===== src/logic/rsse_pkg.sv =====
// Constants for the reset-cause and source-enable register block.
// Assumes a single system clock and an 8-bit special-function register port.
package rsse_pkg;
  localparam logic [7:0] RSSE_REG_ADDR       = 8'hef;
  localparam int         RSSE_BIT_FLASH      = 6;
  localparam int         RSSE_BIT_COMPARATOR = 5;
  localparam int         RSSE_BIT_SOFTWARE   = 4;
  localparam int         RSSE_BIT_WATCHDOG   = 3;
  localparam int         RSSE_BIT_MISSCLK    = 2;
  localparam int         RSSE_BIT_POWER      = 1;
  localparam int         RSSE_BIT_PIN        = 0;
  localparam int         RSSE_CAUSE_WIDTH    = 7;
  // Power-on leaves only the power/supply cause set
  localparam logic [6:0] RSSE_CAUSE_POR      = 7'h02;
  localparam logic       RSSE_SUPPLY_EN_POR  = 1'b1;
  localparam logic       RSSE_CMP_EN_RESET   = 1'b0;
  localparam logic       RSSE_MCD_EN_RESET   = 1'b0;
  localparam logic [7:0] RSSE_RDATA_RESET    = 8'h00;
  localparam int         RSSE_CLOCK_PERIOD_PS = 4000;
  localparam int         RSSE_RESET_HOLD_NS   = 100;
  // Least time, so round up
  localparam int         RSSE_RESET_HOLD_CYCLES =
    (RSSE_RESET_HOLD_NS * 1000 + RSSE_CLOCK_PERIOD_PS - 1) / RSSE_CLOCK_PERIOD_PS;
endpackage : rsse_pkg


===== src/logic/rsse_reset_source.sv =====
// Reset-cause status and reset-source enable register with the system reset request.
// Assumes rst_n is the power-on reset; system resets it requests clear the comparator and missing-clock arming and replace the cause flags.
`timescale 1ns/100ps
// How it works
// Bit 6 reads 1 when a flash fault caused the last reset.
// Bit 5 reads 1 when the comparator caused the last reset.
// Writing 1 to bit 5 arms comparator; low output then resets.
// Bit 4 reads 1 when a software write caused the last reset.
// Writing 1 to bit 4 forces a system reset two cycles later.
// Bit 3 reads 1 when watchdog overflow caused the last reset.
// Bit 2 reads 1 when missing-clock timeout caused the last reset.
// Writing 1 to bit 2 arms the missing-clock detector as reset.
// Bit 1 reads 1 after power-on or supply-monitor reset.
// Writing 1 to bit 1 selects the supply monitor as reset source.
// Writes only set enables and force; they never touch cause flags.
// Reads always return cause flags, never written enables.
// Software should avoid read-modify-write on this register.
// With bit 1 set, the other cause flags are undefined.
// Software sets bit 1 only once the supply monitor is stable.
// Bit 0 reads 1 after a reset from the external pin.
// Every reset except power-on or supply clears bit 1.
// Writing 0 to bit 2 disables the missing-clock detector.
// Flags of sources that did not cause the last reset read 0.
module rsse_reset_source #(
  parameter int HOLD_CYCLES = rsse_pkg::RSSE_RESET_HOLD_CYCLES
) (
  input  wire logic       clock,
  input  wire logic       rst_n,
  input  wire logic [7:0] sfrAddr,
  input  wire logic       sfrWrite,
  input  wire logic       sfrRead,
  input  wire logic [7:0] sfrWdata,
  output logic      [7:0] sfrRdata,
  input  wire logic       external_reset_pin_n,
  input  wire logic       comparatorOut_n,
  input  wire logic       supplyBelow,
  input  wire logic       missingClockTimeout,
  input  wire logic       watchdogOverflow,
  input  wire logic       flashFault,
  output logic            systemReset,
  output logic            comparatorResetEnable,
  output logic            missingClockEnable,
  output logic            supplyResetEnable
);
  localparam int CW = rsse_pkg::RSSE_CAUSE_WIDTH;
  // Sixteen bits leave room for a faster clock
  localparam logic [15:0] HOLD_LOAD = 16'(HOLD_CYCLES);

  logic [2:0]    pinSync;
  logic          pinLow;
  logic          cmpLow;
  logic          supplyLow;
  logic [CW-1:0] cause_reg;
  logic [CW-1:0] cause_next;
  logic [CW-1:0] causeMerged;
  logic [CW-1:0] request;
  logic          anyRequest;
  logic          resetEntry;
  logic          regWrite;
  logic          regRead;
  logic          swForce_reg;
  logic          swForce_next;
  logic [15:0]   hold_reg;
  logic [15:0]   hold_next;
  logic [15:0]   holdStep;
  logic          holdRunning;
  logic          reset_next;
  logic          cmpEn_next;
  logic          mcdEn_next;
  logic          supplyEn_next;
  logic [7:0]    readWord;
  logic [7:0]    rdata_next;

  // One address decode serves both the read and the write path
  function automatic logic reg_hit(
    input logic [7:0] addr
  );
    return addr == rsse_pkg::RSSE_REG_ADDR;
  endfunction : reg_hit

  // Entry to a reset beats a write in the same cycle
  function automatic logic arm_next(
    input logic entry,
    input logic cleared,
    input logic write,
    input logic written,
    input logic current
  );
    if (entry)
      return cleared;
    else if (write)
      return written;
    else
      return current;
  endfunction : arm_next

  // Pins are asynchronous to the system clock
  // Reset to idle levels, else a false reset follows power-on
  rsse_sync2 #(
    .WIDTH      (3),
    .RESET_BITS (3'h6)
  ) u_pin_sync (
    .clock   (clock),
    .rst_n   (rst_n),
    .asyncIn ({external_reset_pin_n, comparatorOut_n, supplyBelow}),
    .syncOut (pinSync)
  );

  assign pinLow    = ~pinSync[2];
  assign cmpLow    = ~pinSync[1];
  assign supplyLow = pinSync[0];

  assign regWrite = sfrWrite & reg_hit(sfrAddr);
  assign regRead  = sfrRead & reg_hit(sfrAddr);

  // One request bit per cause, in register bit order
  assign request[rsse_pkg::RSSE_BIT_FLASH]      = flashFault;
  assign request[rsse_pkg::RSSE_BIT_COMPARATOR] = comparatorResetEnable & cmpLow;
  assign request[rsse_pkg::RSSE_BIT_SOFTWARE]   = swForce_reg;
  assign request[rsse_pkg::RSSE_BIT_WATCHDOG]   = watchdogOverflow;
  assign request[rsse_pkg::RSSE_BIT_MISSCLK]    = missingClockEnable & missingClockTimeout;
  assign request[rsse_pkg::RSSE_BIT_POWER]      = supplyResetEnable & supplyLow;
  assign request[rsse_pkg::RSSE_BIT_PIN]        = pinLow;
  assign anyRequest = |request;
  assign resetEntry = anyRequest & ~systemReset;

  // Fresh reset replaces every flag, so absent sources read 0 and bit 1 clears
  assign causeMerged = cause_reg | request;
  assign cause_next  = resetEntry ? request
                     : (anyRequest ? causeMerged : cause_reg);

  // Reset stays up while a source is active, then for the least hold time
  assign holdRunning = (hold_reg != 16'h0000);
  assign holdStep    = holdRunning ? hold_reg - 16'h0001 : 16'h0000;
  assign hold_next   = anyRequest ? HOLD_LOAD : holdStep;
  assign reset_next  = anyRequest | (hold_next != 16'h0000);

  // Force is a one-cycle strobe, so it never reads back as a control
  assign swForce_next = regWrite & sfrWdata[rsse_pkg::RSSE_BIT_SOFTWARE];

  // Comparator and detector arming drop with each system reset
  assign cmpEn_next = arm_next(resetEntry,
                               rsse_pkg::RSSE_CMP_EN_RESET,
                               regWrite,
                               sfrWdata[rsse_pkg::RSSE_BIT_COMPARATOR],
                               comparatorResetEnable);
  assign mcdEn_next = arm_next(resetEntry,
                               rsse_pkg::RSSE_MCD_EN_RESET,
                               regWrite,
                               sfrWdata[rsse_pkg::RSSE_BIT_MISSCLK],
                               missingClockEnable);
  // Supply selection survives, else a dip would disarm its own guard
  assign supplyEn_next = regWrite ? sfrWdata[rsse_pkg::RSSE_BIT_POWER] : supplyResetEnable;

  // Read path only ever sees the causes; reserved bit 7 reads 0
  // Read data stands one cycle, then returns to zero
  assign readWord   = {1'h0, cause_reg};
  assign rdata_next = regRead ? readWord : rsse_pkg::RSSE_RDATA_RESET;

  // Only power-on loads the reset value; at system reset entry the flags are replaced by the requests
  always_ff @(posedge clock or negedge rst_n)
  begin
    if (!rst_n)
      cause_reg <= rsse_pkg::RSSE_CAUSE_POR;
    else
      cause_reg <= cause_next;
  end

  always_ff @(posedge clock or negedge rst_n)
  begin
    if (!rst_n)
      swForce_reg <= 1'h0;
    else
      swForce_reg <= swForce_next;
  end

  always_ff @(posedge clock or negedge rst_n)
  begin
    if (!rst_n)
      hold_reg <= 16'h0000;
    else
      hold_reg <= hold_next;
  end

  always_ff @(posedge clock or negedge rst_n)
  begin
    if (!rst_n)
      systemReset <= 1'h0;
    else
      systemReset <= reset_next;
  end

  always_ff @(posedge clock or negedge rst_n)
  begin
    if (!rst_n)
      comparatorResetEnable <= rsse_pkg::RSSE_CMP_EN_RESET;
    else
      comparatorResetEnable <= cmpEn_next;
  end

  always_ff @(posedge clock or negedge rst_n)
  begin
    if (!rst_n)
      missingClockEnable <= rsse_pkg::RSSE_MCD_EN_RESET;
    else
      missingClockEnable <= mcdEn_next;
  end

  always_ff @(posedge clock or negedge rst_n)
  begin
    if (!rst_n)
      supplyResetEnable <= rsse_pkg::RSSE_SUPPLY_EN_POR;
    else
      supplyResetEnable <= supplyEn_next;
  end

  always_ff @(posedge clock or negedge rst_n)
  begin
    if (!rst_n)
      sfrRdata <= rsse_pkg::RSSE_RDATA_RESET;
    else
      sfrRdata <= rdata_next;
  end
endmodule : rsse_reset_source


===== src/logic/rsse_sync2.sv =====
// Two-flop synchroniser for a vector of unrelated levels.
// Assumes each bit is a slow level; no bus coherence is given.
`timescale 1ns/100ps
module rsse_sync2 #(
  parameter int                 WIDTH      = 1,
  parameter logic [WIDTH-1:0]   RESET_BITS = '0
) (
  input  wire logic             clock,
  input  wire logic             rst_n,
  input  wire logic [WIDTH-1:0] asyncIn,
  output logic      [WIDTH-1:0] syncOut
);
  logic [WIDTH-1:0] stage1_reg;

  always_ff @(posedge clock or negedge rst_n)
  begin
    if (!rst_n)
    begin
      stage1_reg <= RESET_BITS;
      syncOut    <= RESET_BITS;
    end
    else
    begin
      stage1_reg <= asyncIn;
      syncOut    <= stage1_reg;
    end
  end
endmodule : rsse_sync2

===== config.mk =====
export PLATFORM = sky130hd
export DESIGN_NAME = rsse_reset_source
export DESIGN_NICKNAME = d
export VERILOG_FILES = /design/src/logic/rsse_pkg.sv /design/src/logic/rsse_reset_source.sv /design/src/logic/rsse_sync2.sv
export SDC_FILE = /design/constraint.sdc
export NUM_CORES = 1
export LEC_CHECK = 0
export ABC_AREA = 1
export CAP_MARGIN = 20
export CORE_MARGIN = 3
export CORE_UTILIZATION = 47
export DETAILED_ROUTE_END_ITERATION = 8
export DONT_BUFFER_PORTS = 1
export PLACE_DENSITY_LB_ADDON = 0.25
export SLEW_MARGIN = 20
export SYNTH_ARGS = -nofsm -noshare
export SYNTH_HDL_FRONTEND = slang
export SYNTH_HIERARCHICAL = 1
export SYNTH_SLANG_ARGS = --single-unit

===== constraint.sdc =====
create_clock -name clock -period 4.07 [get_ports clock]
set_input_delay 0.6105 -clock clock [delete_from_list [all_inputs] [get_ports clock]]
set_output_delay 0.6105 -clock clock [all_outputs]
set_load 0.01 [all_outputs]

==> run metrics <==
outcome=finished clean; Area Overhead vs Synth=9.453%; Post-Synth Adder-Cell Area=0.006431; Largest register FFs=16; Flop pwr share=0.545; number of distinct library cells after synthesis=25; final core utilization=0.5566; Synth Area per Inst=between 8 and 9 um^2; final hold violation count=0; Worst Tran Pin Value=roughly 940 ps; Main synth FF type=dfrtp_1; most frequent cells in the layout=57 x nand2_1, 36 x nor2_1, 35 x dfrtp_1; WL/cell=~13 um; crit-path max FO=6; pre-CTS setup slack=2327 ps; Yosys reg bits=slightly above 40; Longest Clk Path Bufs=2; maxcap violations=0; Root Buffer=clkbuf_8; pin count of the biggest net entering global routing=22; number of global-route vias before repair=1,352; reg2reg start=hold_reg[0]; Yosys Warn Count=6; switch share=0.2125; NetSw=164.8 uW; VDD IR-drop max=308.8 uV; fraction of final layout cells with drive strength greater than 1=0.1477; clock sink count=41; io pins=38; Chip Width=70.34 um; Detail Route Antenna Nets=0; Critical Path End Type=flop; synthesized cell area=approximately 0.002 mm^2; Max Transition Viols Final=0; Pwr Density=364.2 mW/mm^2; Post-DP Area=~0.002 mm^2; Compound-Gate Fraction of Synth Area=0.05659; CTS tree=done; 1st-iter DRT viols=53; # DRC=0; die area=0.004948 mm^2; most common cell after layout, fill and taps aside=nand2_1; clock share of power=0.417; via count=1,379; relative slew slack=0.3681; initial antenna violation count=0; LEAKAGE=0.001161 uW; syn nets=255; CTS Buf Count=5; drt pass-1 iters=4; Fillers=354; grt total ovfl=0; core footprint=0.003826 mm^2; Port Buf Inserts=0; largest family of logic cells by synthesized area=simple AND/OR/NAND/NOR gates; Clk pin slew, worst setup/hold paths=80 ps; GRT Overall Usage=0.1578; Simple-Gate Fraction of Synth Area=0.3254; Starting Density=0.5085; Critical Path Start Type=flop; R2R setup slack=2370 ps; Std-Cell Rows=22; ANT cells=0; TNS Setup=0 ps; Worst-Skew Late Latency=290 ps; Final nets=263; sequential share of the synthesized area=0.5312; vias per cell=around 4.8; Die Ht=roughly 70 um; Post-synth EDFFs=0; required arrival time at the worst endpoint=4240 ps; Fin Clk Skew=10.65 ps; asr flop ratio synth=1.000; H-tree levels=2; unrepaired setup endpoints after global routing=false; Reg2Reg Depth=11; Mapped Cells=228; Final Cycle Share=0.4175; total wire length=3590 um; Final min period=1699 ps; FMAX=0.5886 GHz; crit path kind=reg -> reg; Tot Pwr=about 780 uW; Final Worst Setup Slack=between 2000 and 2500 ps; Detailed Place HPWL=2631 um; Comb pwr share=0.038; WP data arrival=1870 ps; global-route wire length before repair=6030 um; Int Pwr=610.8 uW; Critical R2R Capture=systemReset; mux contribution to synthesized area=0; Final Cell Area=0.002130 mm^2; worst hold-check path type=in -> async; routability cong.=0.7722; Setup violations, final=0; post-synthesis xor/xnor area fraction=0.009003
==> cell type report <==
| cell class | instances | area (um^2) | share of cell area |
|---|---|---|---|
| Clock buffer | 6 | 72.57 | 0.03408 |
| Clock inverter | 2 | 38.79 | 0.01821 |
| Inverter | 34 | 127.6 | 0.05993 |
| Multi-Input combinational cell | 152 | 777.0 | 0.3649 |
| Sequential cell | 41 | 1033 | 0.4853 |
| Tap cell | 48 | 60.06 | 0.02820 |
| Timing Repair Buffer | 2 | 20.02 | 0.009401 |
==> worst max path at each step <==
stage / startpoint / to / slack, ps / depth (start not counted)
3_3_place_gp: missingClockTimeout / systemReset / 2340 / 9
2_1_floorplan: hold_reg[0] / systemReset / 2590 / 9
4_1_cts: hold_reg[0] / systemReset / 2340 / 11
5_1_grt: hold_reg[0] / systemReset / 2190 / 11
6_report: hold_reg[0] / systemReset / 2370 / 11
3_5_place_dp: missingClockTimeout / systemReset / 2330 / 9
==> timing repair <==
| item | 4_1_cts | 5_1_grt |
|---|---|---|
| buffers inserted | 0 | 0 |
| hold endpoints to repair | 21 | 14 |
| hold buffers | 1 | 1 |
| gates resized for setup | 0 | 0 |
==> routing by layer <==
metal  global-route usage  vias to the layer above  wire length (um)
met1               0.2092                      646              1719
met5                    0                        -                 0
met2               0.2412                       18              1699
met3              0.04604                        5               120
met4              0.06383                        0                51
li1                     -                      710                 -
==> per-stage QoR <==
step	instances	hold slack, ps
floorplan	228	314.9
global placement	275	315.9
detailed placement	275	316.0
CTS	284	0.5914
global route	285	125.4
finish	285	148.2
==> Yosys cell counts, types with 2 or more instances <==
library cell	number	area, um^2
nand3_1	14	70.07
dfrtp_1	35	875.8
nor2_1	36	135.1
xnor2_1	2	17.52
o21bai_1	4	30.03
dfstp_2	6	157.7
nand4_1	2	12.51
nor2_2	7	43.79
o21ai_0	6	30.03
nor2_8	3	60.06
nand2_1	57	214.0
nand2_2	6	37.54
nand2_4	3	33.78
a21oi_1	4	20.02
inv_1	33	123.9
==> logic make-up after synthesis <==
| kind of cell | Yosys count |
|---|---|
| buf+inv | 35 |
| simple gates | 131 |
| flops | 41 |
| fa+ha+maj | 1 |
| compound gates | 17 |
| xor+xnor | 2 |
| other cells | 1 |
==> power groups by stage <==
stage | Clock (uW) | Combinational, uW | Sequential, uW
2_1_floorplan | 0 | 18.7 | 430
3_3_place_gp | 0 | 21.1 | 431
3_5_place_dp | 0 | 21.4 | 431
4_1_cts | 330 | 26.6 | 423
5_1_grt | 352 | 34.3 | 424
6_report | 323 | 29.2 | 423
==> critical path, cell delays in order (launching register included) <==
cell,delay [ps]
dfrtp_1,370
inv_1,130
ha_1,260
nand2_4,120
nor2_4,160
nand2_1,70
nand2_1,50
nand2_1,40
nand2_1,70
nand2_1,60
nor2_1,140
nand4_1,100
Note: power is estimated with default switching activity, not from simulation.
